### src/hw/act_pkg.sv
/*
 * constants, register indices and the control field layout of the
 * asynchronous 16-bit counter/timer.
 * assumes an axi4-lite master that places register index n at byte 4*n.
 */
// What this block does
// - sync_bypass set with clock_source_select counts the selected pin as unsynchronised, still through the pin synchronisers
// - unsynchronised counting continues in sleep; overflow raises a waking interrupt
// - unsynchronised counting never feeds compare matches or their trigger
// - counter byte reads always return a clean, settled byte
// - osc_enable turns on the low-power oscillator, which keeps running in sleep
// - compare mode 1011 special event trigger clears the counter
// - a counter write coinciding with a trigger clear keeps the written value
// - with trigger clear the compare value pair acts as the period
// - counter bytes survive every reset; only the trigger clears them
// - power-on reset zeroes counter_control; other resets leave it
// - writing either counter byte clears the prescaler
// - the count shows as separate low and high byte registers
// - counter mode counts rising edges of the selected oscillator or clock pin
package act_pkg;

  // register indices; byte address is four times the index
  localparam logic [7:0] IDX_GLOBAL   = 8'h0B;
  localparam logic [7:0] IDX_FLAGS    = 8'h0C;
  localparam logic [7:0] IDX_CNT_LO   = 8'h0E;
  localparam logic [7:0] IDX_CNT_HI   = 8'h0F;
  localparam logic [7:0] IDX_CONTROL  = 8'h10;
  localparam logic [7:0] IDX_ENABLES  = 8'h8C;
  localparam logic [7:0] IDX_CMP_LO   = 8'h20;
  localparam logic [7:0] IDX_CMP_HI   = 8'h21;
  localparam logic [7:0] IDX_CMP_MODE = 8'h22;

  // field positions and implemented-bit masks
  localparam int         BIT_OVF      = 0;
  localparam int         BIT_CMP      = 2;
  localparam int         BIT_IRQ_ALL    = 7;
  localparam int         BIT_IRQ_PERIPH = 6;
  localparam logic [7:0] FLAG_MASK    = 8'h05;
  localparam logic [7:0] GLOBAL_MASK  = 8'hC0;
  localparam logic [7:0] CONTROL_MASK = 8'h3F;

  // reset values
  localparam logic [7:0] RST_CONTROL  = 8'h00;
  localparam logic [7:0] RST_FLAGS    = 8'h00;
  localparam logic [3:0] RST_CMP_MODE = 4'h0;
  localparam logic [15:0] CNT_CLEAR   = 16'h0000;
  localparam logic [15:0] CNT_TOP     = 16'hFFFF;

  // compare mode codes
  localparam logic [3:0] CMP_SPECIAL  = 4'hB;
  localparam logic [1:0] CMP_GROUP    = 2'h2;

  localparam logic [1:0] RESP_OKAY    = 2'h0;
  localparam logic [1:0] RESP_SLVERR  = 2'h2;

  typedef struct packed {
    logic [1:0] unused;
    logic [1:0] prescale_select;
    logic       osc_enable;
    logic       sync_bypass;
    logic       clock_source_select;
    logic       run_enable;
  } act_ctl_type;

endpackage : act_pkg

### src/hw/act_timer_top.sv
/*
 * 16-bit counter/timer with prescaler, compare unit trigger clear and an
 * axi4-lite register slave.
 * assumes clk is the instruction clock, sleep_mode comes from the same
 * domain and the two clock pins are asynchronous.
 */
`timescale 1ns/100ps
`default_nettype none
module act_timer_top #(
  parameter int ADDR_W = 12
) (
  input  wire logic              clk,
  input  wire logic              rst,
  input  wire logic              other_rst,
  input  wire logic              sleep_mode,
  input  wire logic              osc_in_pin,
  input  wire logic              ext_clock_pin,
  output logic                   osc_amp_on,
  output logic                   irq,
  output logic                   wake_req,
  input  wire logic [ADDR_W-1:0] s_axi_awaddr,
  input  wire logic              s_axi_awvalid,
  output logic                   s_axi_awready,
  input  wire logic [31:0]       s_axi_wdata,
  input  wire logic [3:0]        s_axi_wstrb,
  input  wire logic              s_axi_wvalid,
  output logic                   s_axi_wready,
  output logic [1:0]             s_axi_bresp,
  output logic                   s_axi_bvalid,
  input  wire logic              s_axi_bready,
  input  wire logic [ADDR_W-1:0] s_axi_araddr,
  input  wire logic              s_axi_arvalid,
  output logic                   s_axi_arready,
  output logic [31:0]            s_axi_rdata,
  output logic [1:0]             s_axi_rresp,
  output logic                   s_axi_rvalid,
  input  wire logic              s_axi_rready
);

  if (ADDR_W < 12) begin : g_bad_addr
    $error("act_timer_top: ADDR_W must be at least 12");
  end

  act_pkg::act_ctl_type ctl;
  logic [7:0]        global_ctl;
  logic [7:0]        flags;
  logic [7:0]        enables;
  logic [15:0]       count;
  logic [15:0]       cmp_val;
  logic [3:0]        cmp_mode;
  logic [2:0]        pre_cnt;
  logic              osc_s1, osc_s2, ext_s1, ext_s2, pin_prev;
  logic              match_q;
  logic              aw_held, w_held;
  logic [ADDR_W-1:0] aw_addr_q;
  logic [31:0]       w_data_q;
  logic [3:0]        w_strb_q;

  wire soft_rst = rst | other_rst;

  // pin synchronisers; first stages feed only the second stages
  always_ff @(posedge clk) begin
    osc_s1   <= osc_in_pin;
    osc_s2   <= osc_s1;
    ext_s1   <= ext_clock_pin;
    ext_s2   <= ext_s1;
  end

  // pin choice and edge detect
  wire pin_sel  = ctl.osc_enable ? osc_s2 : ext_s2;
  wire pin_rise = pin_sel & ~pin_prev;

  // last level of the chosen pin; no reset, it simply follows the pin
  always_ff @(posedge clk) begin
    pin_prev <= pin_sel;
  end
  assign osc_amp_on = ctl.osc_enable;

  // mode decode; async counting keeps going while asleep
  wire cs       = ctl.clock_source_select;
  wire async_m  = cs & ctl.sync_bypass;
  wire tick_src = cs ? pin_rise : 1'b1;
  wire pre_go   = ctl.run_enable & tick_src & ~(sleep_mode & ~cs);
  wire [2:0] ps_mask = {ctl.prescale_select == 2'h3,
                        ctl.prescale_select[1],
                        |ctl.prescale_select};
  wire pre_hit  = (pre_cnt & ps_mask) == ps_mask;
  // sync path is off in sleep, only the unsynchronised path advances
  wire inc      = pre_go & pre_hit & ~(sleep_mode & cs & ~ctl.sync_bypass);

  // bus write decode
  wire [ADDR_W-3:0] w_idx = aw_addr_q[ADDR_W-1:2];
  wire w_hi0   = ~|w_idx[ADDR_W-3:8];
  wire do_wr   = aw_held & w_held & ~s_axi_bvalid;
  wire wr_en   = do_wr & w_strb_q[0];
  wire [7:0] wb = w_data_q[7:0];
  wire wr_glob = wr_en & w_hi0 & (w_idx[7:0] == act_pkg::IDX_GLOBAL);
  wire wr_flag = wr_en & w_hi0 & (w_idx[7:0] == act_pkg::IDX_FLAGS);
  wire wr_lo   = wr_en & w_hi0 & (w_idx[7:0] == act_pkg::IDX_CNT_LO);
  wire wr_hi   = wr_en & w_hi0 & (w_idx[7:0] == act_pkg::IDX_CNT_HI);
  wire wr_ctl  = wr_en & w_hi0 & (w_idx[7:0] == act_pkg::IDX_CONTROL);
  wire wr_ena  = wr_en & w_hi0 & (w_idx[7:0] == act_pkg::IDX_ENABLES);
  wire wr_cl   = wr_en & w_hi0 & (w_idx[7:0] == act_pkg::IDX_CMP_LO);
  wire wr_ch   = wr_en & w_hi0 & (w_idx[7:0] == act_pkg::IDX_CMP_HI);
  wire wr_cm   = wr_en & w_hi0 & (w_idx[7:0] == act_pkg::IDX_CMP_MODE);
  wire wr_any  = wr_lo | wr_hi;
  wire w_map   = w_hi0 & (wr_map(w_idx[7:0]));

  function automatic logic wr_map(input logic [7:0] i);
    wr_map = (i == act_pkg::IDX_GLOBAL) | (i == act_pkg::IDX_FLAGS)
           | (i == act_pkg::IDX_CNT_LO) | (i == act_pkg::IDX_CNT_HI)
           | (i == act_pkg::IDX_CONTROL) | (i == act_pkg::IDX_ENABLES)
           | (i == act_pkg::IDX_CMP_LO) | (i == act_pkg::IDX_CMP_HI)
           | (i == act_pkg::IDX_CMP_MODE);
  endfunction : wr_map

  // compare unit; async counting is no time base for it
  wire at_match  = count == cmp_val;
  wire cmp_on    = (cmp_mode[3:2] == act_pkg::CMP_GROUP) & ~async_m;
  wire cmp_ev    = cmp_on & at_match & ~match_q;
  wire trig      = cmp_ev & (cmp_mode == act_pkg::CMP_SPECIAL);
  // trigger clear never counts as an overflow
  wire ovf_ev    = inc & (count == act_pkg::CNT_TOP) & ~trig & ~wr_any;

  // next count; a write beats the trigger clear
  wire [15:0] cnt_inc = count + 16'h0001;
  wire [15:0] next_count =
      wr_lo ? {count[15:8], wb} :
      wr_hi ? {wb, count[7:0]} :
      trig  ? act_pkg::CNT_CLEAR :
      inc   ? cnt_inc : count;

  // counter has no reset term so it survives every reset
  always_ff @(posedge clk) begin
    count <= next_count;
  end

  // prescaler, cleared by any counter byte write
  always_ff @(posedge clk) begin
    if (rst || wr_any) begin
      pre_cnt <= 3'h0;
    end else if (pre_go) begin
      pre_cnt <= pre_hit ? 3'h0 : pre_cnt + 3'h1;
    end
  end

  // match edge memory so one match fires once
  always_ff @(posedge clk) begin
    if (soft_rst) begin
      match_q <= 1'b0;
    end else begin
      match_q <= at_match;
    end
  end

  // control register: only power-on reset clears it
  always_ff @(posedge clk) begin
    if (rst) begin
      ctl <= act_pkg::act_ctl_type'(act_pkg::RST_CONTROL);
    end else if (wr_ctl) begin
      ctl <= act_pkg::act_ctl_type'(wb & act_pkg::CONTROL_MASK);
    end
  end

  // sticky flags; a new event wins over a write-one clear
  wire [7:0] flag_set = {5'h00, cmp_ev, 1'b0, ovf_ev};
  wire [7:0] flag_clr = wr_flag ? wb : 8'h00;
  wire [7:0] next_flags = ((flags & ~flag_clr) | flag_set) & act_pkg::FLAG_MASK;

  always_ff @(posedge clk) begin
    if (soft_rst) begin
      flags <= act_pkg::RST_FLAGS;
    end else begin
      flags <= next_flags;
    end
  end

  // interrupt side registers
  always_ff @(posedge clk) begin
    if (soft_rst) begin
      enables    <= act_pkg::RST_FLAGS;
      global_ctl <= act_pkg::RST_FLAGS;
      cmp_mode   <= act_pkg::RST_CMP_MODE;
    end else begin
      if (wr_ena) enables <= wb & act_pkg::FLAG_MASK;
      if (wr_glob) global_ctl <= wb & act_pkg::GLOBAL_MASK;
      if (wr_cm) cmp_mode <= wb[3:0];
    end
  end

  // compare value pair returns to FFFF on either reset, unlike the counter
  always_ff @(posedge clk) begin
    if (soft_rst) begin
      cmp_val <= act_pkg::CNT_TOP;
    end else begin
      if (wr_cl) cmp_val[7:0] <= wb;
      if (wr_ch) cmp_val[15:8] <= wb;
    end
  end

  // wake ignores the global gates, the interrupt line does not
  wire pend = |(flags & enables);
  assign wake_req = pend & sleep_mode;
  assign irq = pend & global_ctl[act_pkg::BIT_IRQ_ALL] & global_ctl[act_pkg::BIT_IRQ_PERIPH];

  // write channel holding; address and data taken in either order
  assign s_axi_awready = ~aw_held & ~s_axi_bvalid;
  assign s_axi_wready  = ~w_held & ~s_axi_bvalid;

  always_ff @(posedge clk) begin
    if (soft_rst) begin
      aw_held   <= 1'b0;
      w_held    <= 1'b0;
      aw_addr_q <= '0;
      w_data_q  <= 32'h0000_0000;
      w_strb_q  <= 4'h0;
    end else begin
      if (s_axi_awvalid && s_axi_awready) begin
        aw_held   <= 1'b1;
        aw_addr_q <= s_axi_awaddr;
      end else if (do_wr) begin
        aw_held <= 1'b0;
      end
      if (s_axi_wvalid && s_axi_wready) begin
        w_held   <= 1'b1;
        w_data_q <= s_axi_wdata;
        w_strb_q <= s_axi_wstrb;
      end else if (do_wr) begin
        w_held <= 1'b0;
      end
    end
  end

  // write response one cycle after both halves are held
  always_ff @(posedge clk) begin
    if (soft_rst) begin
      s_axi_bvalid <= 1'b0;
      s_axi_bresp  <= act_pkg::RESP_OKAY;
    end else if (do_wr) begin
      s_axi_bvalid <= 1'b1;
      s_axi_bresp  <= w_map ? act_pkg::RESP_OKAY : act_pkg::RESP_SLVERR;
    end else if (s_axi_bready) begin
      s_axi_bvalid <= 1'b0;
    end
  end

  // read decode; all state lives on clk so bytes are always settled
  wire [ADDR_W-3:0] r_idx = s_axi_araddr[ADDR_W-1:2];
  wire r_hi0 = ~|r_idx[ADDR_W-3:8];
  wire [7:0] ri = r_idx[7:0];
  wire r_map = r_hi0 & wr_map(ri);
  wire [7:0] rbyte =
      ~r_hi0                     ? 8'h00 :
      (ri == act_pkg::IDX_GLOBAL)  ? global_ctl :
      (ri == act_pkg::IDX_FLAGS)   ? flags :
      (ri == act_pkg::IDX_CNT_LO)  ? count[7:0] :
      (ri == act_pkg::IDX_CNT_HI)  ? count[15:8] :
      (ri == act_pkg::IDX_CONTROL) ? ctl :
      (ri == act_pkg::IDX_ENABLES) ? enables :
      (ri == act_pkg::IDX_CMP_LO)  ? cmp_val[7:0] :
      (ri == act_pkg::IDX_CMP_HI)  ? cmp_val[15:8] :
      (ri == act_pkg::IDX_CMP_MODE) ? {4'h0, cmp_mode} : 8'h00;

  assign s_axi_arready = ~s_axi_rvalid;

  always_ff @(posedge clk) begin
    if (soft_rst) begin
      s_axi_rvalid <= 1'b0;
      s_axi_rdata  <= 32'h0000_0000;
      s_axi_rresp  <= act_pkg::RESP_OKAY;
    end else if (s_axi_arvalid && s_axi_arready) begin
      s_axi_rvalid <= 1'b1;
      s_axi_rdata  <= {24'h00_0000, rbyte};
      s_axi_rresp  <= r_map ? act_pkg::RESP_OKAY : act_pkg::RESP_SLVERR;
    end else if (s_axi_rready) begin
      s_axi_rvalid <= 1'b0;
    end
  end

  // check helper: count bytes are undefined until first written or cleared
  logic [1:0] cnt_seen;

  always_ff @(posedge clk) begin
    if (rst) begin
      cnt_seen <= 2'b00;
    end else begin
      cnt_seen <= cnt_seen | {wr_hi | trig, wr_lo | trig};
    end
  end
endmodule : act_timer_top
`default_nettype wire

### config.mk
export PLATFORM = sky130hd
export DESIGN_NAME = act_timer_top
export DESIGN_NICKNAME = d
export VERILOG_FILES = /design/src/hw/act_pkg.sv /design/src/hw/act_timer_top.sv
export SDC_FILE = /design/constraint.sdc
export NUM_CORES = 1
export LEC_CHECK = 0
export BUFFER_PORTS_ARGS = -buffer_cell sky130_fd_sc_hd__buf_2
export CORE_MARGIN = 2
export CORE_UTILIZATION = 30
export CTS_BUF_LIST = sky130_fd_sc_hd__clkbuf_8
export DETAILED_ROUTE_END_ITERATION = 10
export PLACE_DENSITY = 0.6
export RECOVER_POWER = 25
export REMOVE_ABC_BUFFERS = 1
export SLEW_MARGIN = 40
export SYNTH_ARGS = -nofsm -noshare
export SYNTH_HDL_FRONTEND = slang
export SYNTH_SLANG_ARGS = --single-unit
### constraint.sdc
create_clock -name clk -period 2.7 [get_ports clk]
set_clock_uncertainty 0.1 [all_clocks]
set_input_delay 0.54 -clock clk [delete_from_list [all_inputs] [get_ports clk]]
set_output_delay 0.54 -clock clk [all_outputs]
set_load 0.03 [all_outputs]
-- After elaboration in Yosys (flattened, before gate mapping)
Cells that the tools add are included.
- bits in registers: 94
- input bits: 71
- output and inout port bits: 44
- word-level logic and storage cells: 175
- add/subtract/negate cells: 2
- equality and inequality tests: 25
- multiplexer cells: 27
- bitwise gates (word level): 73
- reduce and logical (&&, ||, !) cells: 18
- operators with widths (kind ; count):
    8-bit two-way mux ; 10
    8-bit by 4-bit equality test with 1-bit output, second input constant ; 8
    8-bit by 6-bit equality test with 1-bit output, second input constant ; 6
    16-bit two-way mux ; 3
    1-bit AND ; 36
    1-bit bitwise OR ; 18
    16-bit by 1-bit adder with 16-bit output, second input constant ; 1
    16-bit equality test ; 1
    16-bit equality test, second input constant ; 1
    8-bit by 5-bit equality test with 1-bit output, second input constant ; 2
    8-bit equality test, second input constant ; 2
    1-bit inverter ; 14
    3-bit AND ; 3
    1-bit two-way mux ; 9
    2-bit nonzero test ; 4
    8-bit OR reduction ; 1
    3-bit two-way mux ; 2
    3-bit nonzero test ; 2
    2-bit OR reduction ; 3
    2-bit equality test, second input constant ; 2
    4-bit equality test, second input constant ; 1
    2-bit two-way mux ; 2
    4-bit two-way mux ; 1
    2-bit AND reduction ; 2
    other kinds (8) ; 11

-- Depth between registers and ports, before layout
- word-level depth: 11
- depth in mapped cells: 7
- depth with buffers taken out: 5

-- Least setup slack after synthesis
Ideal clock, no wire load.
- path kind: register to register
- from: register aw_addr_q[7]
- to: register count[0] (enable)
- setup time: 378 ps
- arrival: 1914 ps
- required time: 2222 ps
- slack: 308 ps
- stages on the path, launching flop included: 7
- buffers on the path: 1
- period minus slack after synthesis: 2392 ps
- cell sequence: dfxtp_1 nor4_1 and3_1 nor4b_4 buf_4 nor2_1 a31oi_1
- cells in the longest elaborated chain, start to end: 4
- elaborated cells on any way between the ends: 7
- those cells by class: 3 x eq/ne; 2 x bitwise; 2 x reduce/logical
- RTL lines (element ; RTL line ; text):
    start: declaration ; act_timer_top.sv:55 ; logic [ADDR_W-1:0] aw_addr_q;
    start signal: assignment ; act_timer_top.sv:220 ; aw_addr_q <= s_axi_awaddr;
    8-bit by 4-bit equality test with 1-bit output (on tied branches) ; act_timer_top.sv:99, act_timer_top.sv:100 ;
    1-bit AND (on tied branches) ; act_timer_top.sv:99, act_timer_top.sv:100 ;
    2-bit != test (no line) / 3-bit nonzero test (equally long branches) ; n/a ;
    2-bit AND reduction (no line) * ; n/a ;
    end signal: assignment ; act_timer_top.sv:135 ; count <= next_count;
    end: declaration ; act_timer_top.sv:48 ; logic [15:0] count;
Every way passes the cells marked *; elsewhere a longest branch is shown, timed or not.
A chain may end at the register's enable or synchronous reset.

-- Worst setup path in the final report
- from: register count[15]
- to: register count[6] (enable)
- cells in the longest elaborated chain, start to end: 6
- RTL lines (element ; RTL line ; text):
    16-bit equality test ; act_timer_top.sv:118 ; wire at_match = count == cmp_val;
    1-bit AND (2 in a row) ; act_timer_top.sv:120 ; wire cmp_ev = cmp_on & at_match & ~match_q;
    1-bit AND ; act_timer_top.sv:121 ; wire trig = cmp_ev & (cmp_mode == act_pkg::CMP_SPECIAL);
    3-bit nonzero test (no line) ; n/a ;
    2-bit AND reduction (no line) ; n/a ;
Every way passes these cells.

==> results.md <==
* Io pins at 115
* Final net count at just over 700
* Unique masters post-synth at 64
* Max Slew Vio Count at 0
* Max-cap violation count at 0
* Final hold vios at 0
* Number of global-route vias before repair at ~3900
* Critical path data required time at ~2.7 ns
* Die height at between 100 and 150 um
* Core outline area at about 16000 sq um
* Hold WS at 0.160 ns
* Cell Area, Synth at between 5000 and 6000 sq um
* Tightest Pin Transition at around 1.1 ns
* First-pass GRT wire length at ~21000 um
* Via density at 4.77
* First-pass DRT Iterations at 5
* Synth Area in Simple Gates at approximately 26%
* Synth Area in Compound Gates at around an eighth
* Ys flop type: dfxtp_1
* Leakage at between 2 and 2.5 nW
* Clock slew at reported path FFs at 0.10 ns
* Ant. Diodes at 0
* Reg2Reg Launch Point: count[15]$_DFFE_PP_
* Mux share of post-synthesis cell area at ~8.4%
* Worst Hold End: osc_s1$_DFF_P_
* Gr usage total at between 10% and 20%
* Site row count at 47
* Worst vdd ir at roughly 240 uV
* Largest family of logic cells by synthesized area: simple AND/OR/NAND/NOR gates
* Startpoint Class: flip-flop
* Fin Setup TNS at 0 ns
* Xor and xnor area share after synthesis at under 10%
* Post-synth EDFFs at 16
* R2R Setup Slk at 0.33 ns
* CTS tree: yes
* Setup CP Type: reg2reg
* Synth warn at 0
* Area of the multi-input gates at around 2700 sq um
* Placer Congestion at 0.864
* Slew margin rel. at between 20% and 30%
* Post-detailed-route DRC marker count at 0
* Root Driver: clkbuf_8
* Synthesized area per cell at 8.64 sq um
* Hpwl dp at 9820 um
* Via count at roughly 4200
* Clock buffer count from CTS at 9
* Input/output buffers at 57
* Maximum number of pins on one net before global-route repair at 30
* Unrepaired setup endpoints after global routing: false
* Asr flop ratio synth at 0%
* # clock sinks at 90
* R2R cell count at 6
* DRT antenna net count at 0
* Crit-path max FO at 8
* P&R area growth vs syn at 13.2%
* Final count of negative-setup-slack endpoints at 0
* Die Area at about 18000 sq um
* CP startpoint: count[15]$_DFFE_PP_
* Cell Area, Placed at around 5500 sq um
* Drt total wl at between 10000 and 15000 um
* Adder and majority gate portion of the synthesized area at less than 1%
* FF/Latch Area at approximately 2000 sq um
* Slowest cell delay on critical path at 0.49 ns
* Grt ovf at 0
* Worst skew pair latency at ~0.38 ns
* Resized Gates After CTS at 0
* Setup bufs post-CTS at 0
* Die Span X at around 130 um
* Hold Crit Class: in2reg
* Slowest CP cell: edfxtp_1
* DRT iter0 DRCs at between 200 and 300
* CP Data Arrival Time at 2.36 ns
* Register area share after synthesis at 39.2%
* Share of layout cells above drive strength 1 at roughly 18%
* Power Density at about 440 nW/um^2
* Mapped Cells at between 500 and 600
* Period utilization at between 80 and 90%
* Hold buffer count at cts at 0
* Max Root-Sink Buffers at 2
* CP Cell Sequence: xor2_1, nor4_1, nand4_1, or2_2, a31oi_1, buf_4
* Starting Density at 30.4%
* Tmin final at around 2.4 ns
* Initial antenna violation count at 0
* Cell area after layout at between 5000 and 6000 sq um
* Max Freq at approximately 420 MHz
* Yosys reg bits at 90
* Min-delay src: osc_in_pin
* Filler Cell Count at around 1800
* H-Tree Depth at 3
* Post-DR wirelength/cell at ~15 um
* Outcome: complete, no violations
* Worst hold path depth at 1
* Critical path endpoint category: flip-flop
* Reg2reg end: count[6]$_DFFE_PP_
## through the flow
step	setup WS, ns	utilization [%]	instances	power, mW
6_report	0.330	34.4	871	2.47
5_1_grt	0.225	34.4	871	2.58
4_1_cts	0.352	34.5	871	2.50
3_5_place_dp	0.369	33.4	855	1.65
3_3_place_gp	0.374	33.4	855	1.65
2_1_floorplan	-0.138	-	551	1.56
## routing by layer
layer  GRT usage (%)  up-vias  share of wire, %
met5               0        -                 0
met4            4.49        0               2.2
met3            3.61       20               6.1
met2            23.7      115                46
met1            19.9     1900                46
li1                -     2117                 -
## cell type report
type	count	area share (%)
clock buffers	9	2.18
clock inverters	7	0.927
inverters	13	0.860
multi-input cells	448	48.1
flip-flops and latches	90	34.6
well taps	220	4.85
repair buffers	84	8.45
## cell usage after synthesis, types with 3 or more instances
library cell | n | area (sq um)
buf_1 | 3 | 11.3
nor2b_1 | 6 | 37.5
xnor2_1 | 8 | 70.1
nor2_1 | 44 | 165
buf_2 | 4 | 20.0
o22ai_1 | 4 | 25.0
xor2_1 | 22 | 193
and3_1 | 5 | 31.3
a21oi_1 | 41 | 205
o21ai_0 | 24 | 120
a31oi_1 | 4 | 25.0
nor3_1 | 9 | 45.0
mux2i_1 | 42 | 420
a211oi_1 | 5 | 37.5
buf_6 | 6 | 67.6
edfxtp_1 | 16 | 480
nand2b_1 | 7 | 43.8
inv_1 | 13 | 48.8
buf_4 | 28 | 210
o31ai_1 | 10 | 75.1
dfxtp_1 | 74 | 1480
nor3b_1 | 3 | 22.5
nand3b_1 | 3 | 22.5
nand3_1 | 12 | 60.1
nor4_1 | 8 | 50.1
clkbuf_1 | 11 | 41.3
and2_1 | 5 | 31.3
nand4_1 | 11 | 68.8
nand2_1 | 104 | 390
a2bb2oi_1 | 3 | 26.3
nor4_4 | 4 | 85.1
## how the worst max path moves through the flow
stage	end	slack, ns	depth (start not counted)
3_5_place_dp	count[0]$_DFFE_PP_	0.37	6
4_1_cts	count[10]$_DFFE_PP_	0.35	6
2_1_floorplan	cmp_val[10]$_SDFFE_PP1P_	-0.14	5
3_3_place_gp	s_axi_rdata[4]$_SDFFE_PP0P_	0.37	6
5_1_grt	s_axi_bresp[1]$_SDFFE_PP0P_	0.22	4
6_report	count[6]$_DFFE_PP_	0.33	6
## cells in the final DEF, fill, tap and decap left out, types with 10 or more instances in the layout
cell and instances:
nand2_1 104, dfxtp_1 74, buf_2 53, nor2_1 44, mux2i_1 42, a21oi_1 41
conb_1 26, buf_4 26, o21ai_0 24, xor2_1 22, edfxtp_1 16, inv_1 13
nand3_1 12, nand4_1 11, o31ai_1 10
## kinds of logic after synthesis
logic type / count (synthesis)
adder cells (fa/ha/maj): 2
multiplexers: 42
flip-flops: 90
AO/OA/AOI/OAI: 103
AND/OR/NAND/NOR: 245
XOR/XNOR: 30
buffers and inverters: 67
other: 1
## power by group
group | total (mW) | switching, mW | leakage (nW) | internal, mW
Clock | 0.857 | 0.516 | 0.0900 | 0.341
Sequential | 1.40 | 0.0228 | 0.744 | 1.38
Combinational | 0.219 | 0.154 | 1.22 | 0.0644
Total | 2.47 | 0.693 | 2.05 | 1.78
## registers in the layout (all words and copies together), names as in the netlist, 2 cells and up
register / flops
global_ctl: 2
ctl: 4
cmp_mode: 4
w_data_q: 8
pre_cnt: 3
enables: 2
cmp_val: 16
aw_addr_q: 10
s_axi_rdata: 8
count: 16
flags: 2
## critical path: cells and delay by family, from the launching register on
family | cells | cell delay [ns]
flip-flops | 1 | 0.49
buffers and inverters | 1 | 0.21
AND/OR/NAND/NOR | 3 | 0.96
XOR/XNOR | 1 | 0.18
AO/OA/AOI/OAI | 1 | 0.13
(Power assumes the default switching activity.)
